### config.mk
export PLATFORM = sky130hd
export DESIGN_NAME = ams_sequencer
export DESIGN_NICKNAME = d
export VERILOG_FILES = /design/src/ams_pkg.sv /design/src/ams_dec_if.sv /design/src/ams_decimator.sv /design/src/ams_sequencer.sv
export VERILOG_INCLUDE_DIRS = /design/src /design/src/src
export SDC_FILE = /design/constraint.sdc
export NUM_CORES = 1
export LEC_CHECK = 0
export ABC_AREA = 1
export BUFFER_PORTS_ARGS = -buffer_cell sky130_fd_sc_hd__buf_4
export CAP_MARGIN = 20
export CORE_ASPECT_RATIO = 0.9
export CORE_MARGIN = 8
export CORE_UTILIZATION = 45
export DETAILED_ROUTE_END_ITERATION = 12
export HOLD_SLACK_MARGIN = 0.06
export PLACE_DENSITY = 0.69
export SLEW_MARGIN = 5
export SYNTH_ARGS = -nofsm -noshare
export SYNTH_HDL_FRONTEND = slang
export SYNTH_SLANG_ARGS = --single-unit
### constraint.sdc
create_clock -name hclk -period 4.2 [get_ports hclk]
set_clock_uncertainty 0.05 [all_clocks]
set_input_delay 0.42 -clock hclk [delete_from_list [all_inputs] [get_ports hclk]]
set_output_delay 0.42 -clock hclk [all_outputs]
set_load 0.02 [all_outputs]
### src/ams_cfg.svh
// Register map, field positions, reset values and timing counts of the sample sequencer
`ifndef AMS_CFG_SVH
`define AMS_CFG_SVH

// ==========================================================================
// Register byte addresses
`define AMS_REG_SEQ_CTRL    16'h0000
`define AMS_REG_SEQ_STATUS  16'h0004
`define AMS_REG_AFE_DIFF    16'h210C
`define AMS_REG_ADC_BIAS    16'h2200

// ==========================================================================
// Field positions
`define AMS_CTRL_COUNT_LSB  0
`define AMS_CTRL_COUNT_MSB  3
`define AMS_CTRL_FLEN_LSB   4
`define AMS_CTRL_FLEN_MSB   5
`define AMS_CTRL_PRE_BIT    6
`define AMS_CTRL_DIFFB_BIT  7
`define AMS_CTRL_RMT_BIT    8
`define AMS_DIFFA_BIT       4
`define AMS_ADC_DIV_BIT     5

// ==========================================================================
// Reset values and the 22-bit filter length code
`define AMS_RST_COUNT       4'h3
`define AMS_RST_FLEN        2'h1
`define AMS_FLEN_22BIT      2'h2

// ==========================================================================
// Frame timing in slow clock periods, and the result shift in bits
`define AMS_FRAME_TICKS     4'hD
`define AMS_REMOTE_TICK     4'h7
`define AMS_RESULT_SHIFT    9

// ==========================================================================
// Compute-engine RAM slots
`define AMS_SLOT_IA         4'h0
`define AMS_SLOT_IB         4'h2
`define AMS_SLOT_VB         4'h9
`define AMS_SLOT_VA         4'hA

`endif

### src/ams_pkg.sv
// Types shared by the sample sequencer modules
package ams_pkg;

    // ======================================================================
    // Inputs the multiplexer can apply to the converter
    typedef enum logic [2:0] {
        AMS_IN_IA,
        AMS_IN_VA,
        AMS_IN_IB,
        AMS_IN_VB,
        AMS_IN_NONE
    } ams_input_e;

    // ======================================================================
    // Conversion sequencer states
    typedef enum logic [1:0] {
        AMS_SEQ_IDLE,
        AMS_SEQ_CONV
    } ams_seq_e;

    typedef logic [21:0] ams_result_t;

endpackage : ams_pkg

### src/ams_dec_if.sv
// Handshake between the sequencer and one decimation filter
`timescale 1ns/1ps
interface ams_dec_if;
    import ams_pkg::*;

    logic        start;
    logic        mod_bit;
    logic        len22;
    logic        done;
    ams_result_t result;

    modport seq (
        output start,
        output mod_bit,
        output len22,
        input  done,
        input  result
    );

    modport dec (
        input  start,
        input  mod_bit,
        input  len22,
        output done,
        output result
    );
endinterface : ams_dec_if

### src/ams_decimator.sv
// Second-order decimation filter for a one-bit modulator stream
`timescale 1ns/1ps
module ams_decimator #(
    parameter int CONV_CYCLES = 600
) (
    input  wire logic hclk,
    input  wire logic hresetn,
    ams_dec_if.dec    dif
);
    import ams_pkg::*;

    logic              run_ff;
    logic [15:0]       cnt_ff;
    logic signed [31:0] acc1_ff;
    logic signed [31:0] acc2_ff;
    logic              done_ff;
    ams_result_t       result_ff;
    logic signed [31:0] step;
    logic signed [31:0] nxt_acc1;

    // Clip to the signed width selected by the filter length
    function automatic ams_result_t clip(input logic signed [31:0] v, input logic wide);
        logic signed [31:0] hi;
        logic signed [31:0] lo;
        hi = wide ? 32'sh001FFFFF : 32'sh000FFFFF;
        lo = wide ? -32'sh00200000 : -32'sh00100000;
        if (v > hi) begin
            v = hi;
        end else if (v < lo) begin
            v = lo;
        end
        clip = v[21:0];
    endfunction : clip

    assign step     = dif.mod_bit ? 32'sh00000001 : -32'sh00000001;
    assign nxt_acc1 = acc1_ff + step;

    // ======================================================================
    // Integrators and window counter
    always_ff @(posedge hclk or negedge hresetn) begin
        if (!hresetn) begin
            run_ff  <= 1'b0;
            cnt_ff  <= 16'h0000;
            acc1_ff <= 32'sh00000000;
            acc2_ff <= 32'sh00000000;
        end else if (dif.start) begin
            run_ff  <= 1'b1;
            cnt_ff  <= 16'h0000;
            acc1_ff <= 32'sh00000000;
            acc2_ff <= 32'sh00000000;
        end else if (run_ff) begin
            acc1_ff <= nxt_acc1;
            acc2_ff <= acc2_ff + nxt_acc1;
            cnt_ff  <= cnt_ff + 16'h0001;
            if (cnt_ff == 16'(CONV_CYCLES - 1)) begin
                run_ff <= 1'b0;
            end
        end
    end

    // ======================================================================
    // Result and end-of-conversion pulse
    always_ff @(posedge hclk or negedge hresetn) begin
        if (!hresetn) begin
            done_ff   <= 1'b0;
            result_ff <= 22'h000000;
        end else begin
            done_ff <= run_ff && !dif.start && (cnt_ff == 16'(CONV_CYCLES - 1));
            if (run_ff && !dif.start && (cnt_ff == 16'(CONV_CYCLES - 1))) begin
                result_ff <= clip(acc2_ff + nxt_acc1, dif.len22);
            end
        end
    end

    assign dif.done   = done_ff;
    assign dif.result = result_ff;
endmodule : ams_decimator

### src/ams_sequencer.sv
// Input multiplexer sequencer with conversion control, result store and AHB-Lite registers
// How it works
// - Each frame starts at state 1, one state per conversion, up to the count.
// - Small variant converts up to three inputs; large variant adds voltage B.
// - A frame lasts exactly thirteen slow clock periods.
// - With the remote sensor on, the local third slot result is dropped.
// - Remote current is sampled in the frame's second half at a fixed tick.
// - Result width is 21 bits for filter length 1, 22 bits for 2.
// - The sequencer starts each conversion and stores its result by state.
// - Results are stored LSB justified, shifted left nine bits, sign extended.
// - Preamp enable gives gain eight on current A; off means unity and powered down.
// - Current A differential bit lives at bit 4 of 0x210C, preamp works either way.
// - Preamp and converter bias follow the divide bit at bit 5 of 0x2200.
// - Current A goes to slot 0; slot 1 is never written.
// - Current B, local or remote, goes to slot 2; slot 3 is never written.
// - Voltage A goes to slot 10.
// - Voltage B, large variant only, goes to slot 9.
// - Remote enable turns the current B pins into a digital link.
// - Remote stream is decimated each frame and written in a RAM access slot.
`timescale 1ns/1ps
`include "ams_cfg.svh"
module ams_sequencer #(
    parameter bit LARGE_VARIANT = 1'b1,
    parameter int CONV_CYCLES   = 600
) (
    input  wire logic        hclk,
    input  wire logic        hresetn,
    input  wire logic        hsel,
    input  wire logic [15:0] haddr,
    input  wire logic [1:0]  htrans,
    input  wire logic        hwrite,
    input  wire logic [2:0]  hsize,
    input  wire logic [31:0] hwdata,
    input  wire logic        hready,
    output logic             hreadyout,
    output logic [31:0]      hrdata,
    output logic             hresp,
    input  wire logic        slow_clock_32k,
    input  wire logic        adc_mod_bit,
    input  wire logic        remote_mod_bit,
    output ams_pkg::ams_input_e mux_sel,
    output logic             frame_start,
    output logic             preamp_gain8_en,
    output logic             preamp_power_down,
    output logic             current_a_diff_enable,
    output logic             current_b_diff_enable,
    output logic             current_b_digital_link,
    output logic             bias_reduced,
    input  wire logic        ram_grant,
    output logic             ram_we,
    output logic [3:0]       ram_addr,
    output logic [31:0]      ram_wdata
);
    import ams_pkg::*;
    localparam logic [3:0] MAX_STATES = LARGE_VARIANT ? 4'h4 : 4'h3;

    // ======================================================================
    // Register storage
    logic [3:0]  sw_count_ff;
    logic [1:0]  sw_flen_ff;
    logic        sw_pre_ff;
    logic        sw_diffb_ff;
    logic        sw_rmt_ff;
    logic        sw_diffa_ff;
    logic        sw_adc_div_ff;
    // Frame-latched copies that actually steer the front end
    logic [3:0]  fr_count_ff;
    logic        fr_len22_ff;
    logic        fr_pre_ff;
    logic        fr_diffa_ff;
    logic        fr_diffb_ff;
    logic        fr_rmt_ff;
    logic        fr_adc_div_ff;
    logic        slow_prev_ff;
    logic [3:0]  tick_ff;
    logic [15:0] frame_cnt_ff;
    ams_seq_e    seq_ff;
    logic [2:0]  state_ff;
    logic        loc_start_ff;
    logic        rmt_start_ff;
    logic        loc_pend_ff;
    logic [3:0]  loc_addr_ff;
    logic [31:0] loc_data_ff;
    logic        rmt_pend_ff;
    logic [31:0] rmt_data_ff;
    logic        ram_we_ff;
    logic [3:0]  ram_addr_ff;
    logic [31:0] ram_wdata_ff;
    logic        ap_wr_ff;
    logic [15:0] ap_addr_ff;
    logic [31:0] hrdata_ff;
    logic        slow_rise;
    logic        frame_edge;
    logic        take_ap;
    logic [3:0]  clamped_count;
    logic        loc_store;
    logic        load_loc;
    logic        load_rmt;
    ams_dec_if loc_if ();
    ams_dec_if rmt_if ();

    // ======================================================================
    // Helpers
    function automatic ams_input_e input_for_state(input logic [2:0] st);
        unique case (st)
            3'h1:    input_for_state = AMS_IN_IA;
            3'h2:    input_for_state = AMS_IN_VA;
            3'h3:    input_for_state = AMS_IN_IB;
            3'h4:    input_for_state = AMS_IN_VB;
            default: input_for_state = AMS_IN_NONE;
        endcase
    endfunction : input_for_state
    function automatic logic [3:0] slot_for_input(input ams_input_e in);
        unique case (in)
            AMS_IN_IA: slot_for_input = `AMS_SLOT_IA;
            AMS_IN_IB: slot_for_input = `AMS_SLOT_IB;
            AMS_IN_VA: slot_for_input = `AMS_SLOT_VA;
            AMS_IN_VB: slot_for_input = `AMS_SLOT_VB;
            default:   slot_for_input = `AMS_SLOT_IA;
        endcase
    endfunction : slot_for_input
    // Sign extend then place at bit 9; 22 + 9 bits still fit the word
    function automatic logic [31:0] place(input ams_result_t r);
        logic [31:0] ext;
        ext = {{10{r[21]}}, r};
        place = ext << `AMS_RESULT_SHIFT;
    endfunction : place

    // ======================================================================
    // AHB-Lite slave: zero wait states, always OKAY
    assign take_ap   = hsel && htrans[1] && hready;
    assign hreadyout = 1'b1;
    assign hresp     = 1'b0;
    assign hrdata    = hrdata_ff;
    always_ff @(posedge hclk or negedge hresetn) begin
        if (!hresetn) begin
            ap_wr_ff   <= 1'b0;
            ap_addr_ff <= 16'h0000;
        end else begin
            ap_wr_ff   <= take_ap && hwrite;
            ap_addr_ff <= haddr;
        end
    end
    // Read data is sampled in the address phase, so a read right after a
    // write to the same register shows the old value
    always_ff @(posedge hclk or negedge hresetn) begin
        if (!hresetn) begin
            hrdata_ff <= 32'h00000000;
        end else if (take_ap && !hwrite) begin
            hrdata_ff <= 32'h00000000;
            unique case (haddr)
                `AMS_REG_SEQ_CTRL: begin
                    hrdata_ff[`AMS_CTRL_COUNT_MSB:`AMS_CTRL_COUNT_LSB] <= sw_count_ff;
                    hrdata_ff[`AMS_CTRL_FLEN_MSB:`AMS_CTRL_FLEN_LSB]   <= sw_flen_ff;
                    hrdata_ff[`AMS_CTRL_PRE_BIT]   <= sw_pre_ff;
                    hrdata_ff[`AMS_CTRL_DIFFB_BIT] <= sw_diffb_ff;
                    hrdata_ff[`AMS_CTRL_RMT_BIT]   <= sw_rmt_ff;
                end
                `AMS_REG_SEQ_STATUS: begin
                    hrdata_ff[2:0]   <= state_ff;
                    hrdata_ff[3]     <= (seq_ff == AMS_SEQ_CONV);
                    hrdata_ff[4]     <= rmt_pend_ff;
                    hrdata_ff[11:8]  <= tick_ff;
                    hrdata_ff[31:16] <= frame_cnt_ff;
                end
                `AMS_REG_AFE_DIFF: hrdata_ff[`AMS_DIFFA_BIT] <= sw_diffa_ff;
                `AMS_REG_ADC_BIAS: hrdata_ff[`AMS_ADC_DIV_BIT] <= sw_adc_div_ff;
                default:           hrdata_ff <= 32'h00000000;
            endcase
        end
    end
    always_ff @(posedge hclk or negedge hresetn) begin
        if (!hresetn) begin
            sw_count_ff   <= `AMS_RST_COUNT;
            sw_flen_ff    <= `AMS_RST_FLEN;
            sw_pre_ff     <= 1'b0;
            sw_diffb_ff   <= 1'b0;
            sw_rmt_ff     <= 1'b0;
            sw_diffa_ff   <= 1'b0;
            sw_adc_div_ff <= 1'b0;
        end else if (ap_wr_ff) begin
            unique case (ap_addr_ff)
                `AMS_REG_SEQ_CTRL: begin
                    sw_count_ff <= hwdata[`AMS_CTRL_COUNT_MSB:`AMS_CTRL_COUNT_LSB];
                    sw_flen_ff  <= hwdata[`AMS_CTRL_FLEN_MSB:`AMS_CTRL_FLEN_LSB];
                    sw_pre_ff   <= hwdata[`AMS_CTRL_PRE_BIT];
                    sw_diffb_ff <= hwdata[`AMS_CTRL_DIFFB_BIT];
                    sw_rmt_ff   <= hwdata[`AMS_CTRL_RMT_BIT];
                end
                `AMS_REG_AFE_DIFF: sw_diffa_ff   <= hwdata[`AMS_DIFFA_BIT];
                `AMS_REG_ADC_BIAS: sw_adc_div_ff <= hwdata[`AMS_ADC_DIV_BIT];
                default: ;
            endcase
        end
    end

    // ======================================================================
    // Frame timing from the slow clock
    assign slow_rise  = slow_clock_32k && !slow_prev_ff;
    assign frame_edge = slow_rise && (tick_ff == `AMS_FRAME_TICKS - 4'h1);
    assign frame_start = frame_edge;
    always_ff @(posedge hclk or negedge hresetn) begin
        if (!hresetn) begin
            slow_prev_ff <= 1'b0;
            tick_ff      <= 4'h0;
            frame_cnt_ff <= 16'h0000;
        end else begin
            slow_prev_ff <= slow_clock_32k;
            if (frame_edge) begin
                tick_ff      <= 4'h0;
                frame_cnt_ff <= frame_cnt_ff + 16'h0001;
            end else if (slow_rise) begin
                tick_ff <= tick_ff + 4'h1;
            end
        end
    end

    // ======================================================================
    // Configuration taken only at frame start
    always_comb begin
        clamped_count = sw_count_ff;
        if (sw_count_ff > MAX_STATES) begin
            clamped_count = MAX_STATES;
        end else if (sw_count_ff == 4'h0) begin
            clamped_count = 4'h1;
        end
    end
    always_ff @(posedge hclk or negedge hresetn) begin
        if (!hresetn) begin
            fr_count_ff   <= `AMS_RST_COUNT;
            fr_len22_ff   <= 1'b0;
            fr_pre_ff     <= 1'b0;
            fr_diffa_ff   <= 1'b0;
            fr_diffb_ff   <= 1'b0;
            fr_rmt_ff     <= 1'b0;
            fr_adc_div_ff <= 1'b0;
        end else if (frame_edge) begin
            fr_count_ff   <= clamped_count;
            fr_len22_ff   <= (sw_flen_ff == `AMS_FLEN_22BIT);
            fr_pre_ff     <= sw_pre_ff;
            fr_diffa_ff   <= sw_diffa_ff;
            fr_diffb_ff   <= sw_diffb_ff;
            fr_rmt_ff     <= sw_rmt_ff;
            fr_adc_div_ff <= sw_adc_div_ff;
        end
    end
    assign preamp_gain8_en        = fr_pre_ff;
    assign preamp_power_down      = !fr_pre_ff;
    assign current_a_diff_enable  = fr_diffa_ff;
    assign current_b_diff_enable  = fr_diffb_ff && !fr_rmt_ff;
    assign current_b_digital_link = fr_rmt_ff;
    assign bias_reduced           = fr_adc_div_ff;

    // ======================================================================
    // Conversion sequencer
    always_ff @(posedge hclk or negedge hresetn) begin
        if (!hresetn) begin
            seq_ff       <= AMS_SEQ_IDLE;
            state_ff     <= 3'h0;
            loc_start_ff <= 1'b0;
        end else begin
            loc_start_ff <= 1'b0;
            if (frame_edge) begin
                seq_ff       <= AMS_SEQ_CONV;
                state_ff     <= 3'h1;
                loc_start_ff <= 1'b1;
            end else begin
                unique case (seq_ff)
                    AMS_SEQ_IDLE: ;
                    AMS_SEQ_CONV: begin
                        if (loc_if.done) begin
                            if ({1'b0, state_ff} < fr_count_ff) begin
                                state_ff     <= state_ff + 3'h1;
                                loc_start_ff <= 1'b1;
                            end else begin
                                seq_ff   <= AMS_SEQ_IDLE;
                                state_ff <= 3'h0;
                            end
                        end
                    end
                endcase
            end
        end
    end
    assign mux_sel = (seq_ff == AMS_SEQ_CONV) ? input_for_state(state_ff) : AMS_IN_NONE;
    // The third slot still converts with the remote sensor on, but is dropped
    assign loc_store = loc_if.done && (seq_ff == AMS_SEQ_CONV) &&
                       !(fr_rmt_ff && input_for_state(state_ff) == AMS_IN_IB);
    // Remote stream window opens at a fixed tick in the second half
    always_ff @(posedge hclk or negedge hresetn) begin
        if (!hresetn) begin
            rmt_start_ff <= 1'b0;
        end else begin
            rmt_start_ff <= fr_rmt_ff && slow_rise &&
                            (tick_ff == `AMS_REMOTE_TICK - 4'h1);
        end
    end
    assign loc_if.start   = loc_start_ff;
    assign loc_if.mod_bit = adc_mod_bit;
    assign loc_if.len22   = fr_len22_ff;
    assign rmt_if.start   = rmt_start_ff;
    assign rmt_if.mod_bit = remote_mod_bit;
    assign rmt_if.len22   = fr_len22_ff;
    ams_decimator #(.CONV_CYCLES(CONV_CYCLES)) u_loc_dec (
        .hclk(hclk), .hresetn(hresetn), .dif(loc_if.dec));
    ams_decimator #(.CONV_CYCLES(CONV_CYCLES)) u_rmt_dec (
        .hclk(hclk), .hresetn(hresetn), .dif(rmt_if.dec));

    // ======================================================================
    // RAM write port; local results first, a new result wins over a load
    assign load_loc = !ram_we_ff && loc_pend_ff;
    assign load_rmt = !ram_we_ff && !loc_pend_ff && rmt_pend_ff;
    always_ff @(posedge hclk or negedge hresetn) begin
        if (!hresetn) begin
            loc_pend_ff <= 1'b0;
            loc_addr_ff <= 4'h0;
            loc_data_ff <= 32'h00000000;
        end else if (loc_store) begin
            loc_pend_ff <= 1'b1;
            loc_addr_ff <= slot_for_input(input_for_state(state_ff));
            loc_data_ff <= place(loc_if.result);
        end else if (load_loc) begin
            loc_pend_ff <= 1'b0;
        end
    end
    always_ff @(posedge hclk or negedge hresetn) begin
        if (!hresetn) begin
            rmt_pend_ff <= 1'b0;
            rmt_data_ff <= 32'h00000000;
        end else if (rmt_if.done) begin
            rmt_pend_ff <= 1'b1;
            rmt_data_ff <= place(rmt_if.result);
        end else if (load_rmt) begin
            rmt_pend_ff <= 1'b0;
        end
    end
    always_ff @(posedge hclk or negedge hresetn) begin
        if (!hresetn) begin
            ram_we_ff    <= 1'b0;
            ram_addr_ff  <= 4'h0;
            ram_wdata_ff <= 32'h00000000;
        end else if (ram_we_ff) begin
            if (ram_grant) begin
                ram_we_ff <= 1'b0;
            end
        end else if (load_loc) begin
            ram_we_ff    <= 1'b1;
            ram_addr_ff  <= loc_addr_ff;
            ram_wdata_ff <= loc_data_ff;
        end else if (load_rmt) begin
            ram_we_ff    <= 1'b1;
            ram_addr_ff  <= `AMS_SLOT_IB;
            ram_wdata_ff <= rmt_data_ff;
        end
    end
    assign ram_we    = ram_we_ff;
    assign ram_addr  = ram_addr_ff;
    assign ram_wdata = ram_wdata_ff;
endmodule : ams_sequencer

==> summary.md <==
| Metric | Value |
|---|---|
| Placed Area | 0.0295 mm2 |
| HP Start | hwdata[5] |
| R2r setup slk | -0.60 ns |
| Cell mode on critical path | inv_1 |
| Gpl congestion | 0.949 |
| Final setup fails | 44 |
| Crit path launch | u_rmt_dec.acc1_ff[2] |
| Sequential area share after synthesis | 0.393 |
| First-pass GRT wire length | 118000 um |
| Layout area overhead | 36.9% |
| Die width | 259 um |
| Crit path time final | 4.80 ns |
| # IOs | 143 |
| EDFF count, synth | 0 |
| Cell area after layout | 0.0328 mm2 |
| Initial antenna violation count | 1 |
| Post-route DRC | 0 |
| Htree depth | 2 |
| Worst-margin pin slew | 1.03 ns |
| Initial cell density of the core | 0.453 |
| Most numerous cell in the Yosys netlist | nand2_1 |
| Max Transition Viols Final | 0 |
| RSZ-0062 raised after global routing | yes |
| Relative slew margins | 0.317 |
| FMAX | 0.208 GHz |
| Distinct cells, synth | 62 |
| # port buffers | 99 |
| Syn_area_per_cell | 7.45 um2 |
| CP Class | reg2reg |
| Worst r2r src | u_rmt_dec.acc1_ff[2] |
| Post-DP HPWL | 53000 um |
| Failing checks | setup timing |
| Tot GR Track Use | 0.233 |
| Async SR Flop Fraction | 1.00 |
| Layout cell share with drive strength beyond 1 | 0.273 |
| CP arrival | 5.26 ns |
| DRT iter0 DRCs | 1865 |
| Mapped Cells | 3215 |
| Synth Warn # | 0 |
| Hold Path Stages | 3 |
| Vias | 23600 |
| Top cell type's share of synthesized area | 0.388 |
| Main synth FF type | dfrtp_1 |
| Vias in the first global route | 22700 |
| Slowest CP cell | dfrtp_1 |
| Syn Std Cell Area | 0.0240 mm2 |
| Largest area contributor in the netlist | dfrtp_1 |
| Clock Tree Buf Depth | 3 |
| WL/cell | 15.9 um |
| TritonCTS buffer count | 41 |
| Vias per cell | 5.12 |
| Final period utilization | 1.14 |
| CP Capture Type | flip-flop |
| Max incr delay on CP | 0.41 ns |
| TritonCTS sink count | 376 |
| Largest net degree at the start of global routing | 115 |
| Nets | 4095 |
| Req. time, crit path | 4.66 ns |
| Delay-heaviest family, CP | compound AO/OA/AOI/OAI gates |
| Die Ht | 235 um |
| Pre-CTS setup slack | -1.39 ns |
| Area of the multi-input gates | 0.0138 mm2 |
| DRT antenna net count | 0 |
| CTS root buffer | clkbuf_16 |
| Ranking of synthesized cells by area | dfrtp_1, nand2_1, ha_1 |
| GRT Residual Overflow | 0 |
| Post-synth top cells | nand2_1, inv_1, dfrtp_1 |
| Post-Route Utilization | 0.620 |
| Maxcap violations | 0 |
| Cells on worst reg2reg path | 33 |
| Crit-path max FO | 21 |
| Fin. Hold Viols | 0 |
| R2R Path End | u_rmt_dec.dif.result[13] |
| First-pass detailed-route iteration total | 6 |
| CP startpoint kind | flip-flop |
| Yosys reg bits | 376 |
| Final WL | 73400 um |
| CTS tree | done |
| Worst hold path class | in2reg |
| Clock transition at path regs | 0.06 ns |
| Fill count | 4507 |
| Rows | 80 |
| End of the worst hold path | sw_flen_ff[1] |
| Reg area | 0.00942 mm2 |
| Core Box Area | 0.0529 mm2 |
| Die ar. | 0.0609 mm2 |
| Worst setup margin | -0.604 ns |
| Status | complete, but fails checks |
| Clk_lat worst skew | 0.59 ns |
| CP Buf/Inv Count | 10 |
tightest hold or removal path, delay by kind of cell:
kind	cells	cell delay (ns)
compound gates	1	0.08
buf+inv	2	0.17
how the worst max path moves through the flow:
stage                                           to  slack [ns]  cells past startpoint
after global placement     u_rmt_dec.dif.result[5]       -1.33                     37
after global routing       u_rmt_dec.dif.result[5]       -0.88                     33
after CTS                 u_rmt_dec.dif.result[18]       -0.65                     35
final                     u_rmt_dec.dif.result[13]       -0.60                     33
after detailed placement   u_rmt_dec.dif.result[4]       -1.39                     37
after floorplan           u_loc_dec.dif.result[13]       -0.74                     34
metal layers:
metal	routed length, um	GRT usage
met1	34400	0.332
met2	33500	0.370
met3	3490	0.0270
met4	2110	0.0662
met5	0	0
sequential cells by signal, indices dropped and copies added (netlist names), 4 cells and up:
register,count
u_rmt_dec.cnt_ff,16
tick_ff,4
rmt_data_ff,22
fr_count_ff,4
hrdata,28
u_loc_dec.cnt_ff,16
u_loc_dec.acc1_ff,32
u_rmt_dec.dif.result,22
u_loc_dec.acc2_ff,32
ram_wdata,22
loc_data_ff,22
ap_addr_ff,16
frame_cnt_ff,16
u_rmt_dec.acc2_ff,32
u_loc_dec.dif.result,22
sw_count_ff,4
u_rmt_dec.acc1_ff,32
cell usage in the layout (no fill, tap or decap), types with 18 or more instances in the layout:
master / count
nand2_1: 816
ha_1: 112
nand2_2: 86
clkbuf_16: 42
nand3_1: 133
xor2_1: 46
mux2_2: 21
dlygate4sd3_1: 29
nor2_2: 23
o21a_1: 26
buf_4: 645
ha_4: 29
nor2_1: 220
nand3_2: 26
o21ai_0: 187
o21ai_1: 24
nand4_1: 42
nor3_1: 28
a22o_1: 74
a21oi_1: 129
inv_1: 456
xnor2_1: 18
a21oi_2: 32
nor4_1: 25
dfrtp_1: 371
area by class of cell:
cell class,count,area share
multi-input cells,2293,0.421
inverters,478,0.0551
flip-flops and latches,376,0.287
clock inverters,12,0.00374
clock buffers,63,0.0366
repair buffers,697,0.170
well taps,697,0.0266
diodes,1,0.0000763
per-stage QoR:
| stage | hold slack (ns) | instances | setup TNS [ns] |
|---|---|---|---|
| 6_report | 0.0934 | 4617 | -21.79 |
| 5_1_grt | 0.0913 | 4617 | -34.46 |
| 4_1_cts | 0.0690 | 4593 | -19.88 |
| 3_5_place_dp | 0.399 | 4457 | -56.34 |
| 3_3_place_gp | 0.407 | 4457 | -52.88 |
| 2_1_floorplan | 0.0744 | 3229 | -31.00 |
kinds of logic after synthesis:
kind of cell	share of synthesized area
buf+inv	0.0928
flops	0.393
xor+xnor	0.0307
mux	0.00987
other cells	0.000314
compound gates	0.140
simple gates	0.255
fa+ha+maj	0.0775
repair_timing:
action | in CTS | in global routing
setup buffers | 30 | 21
cloned | 3 | 1
pin swaps | 51 | 98
endpoints found under the setup margin | 47 | 60
resized for setup | 88 | 184
endpoints found under the hold margin | 134 | 0
hold buffers | 29 | 0
Power is not shown: default switching activity piles up to over one toggle a cycle in this logic, so the estimate is an artifact.
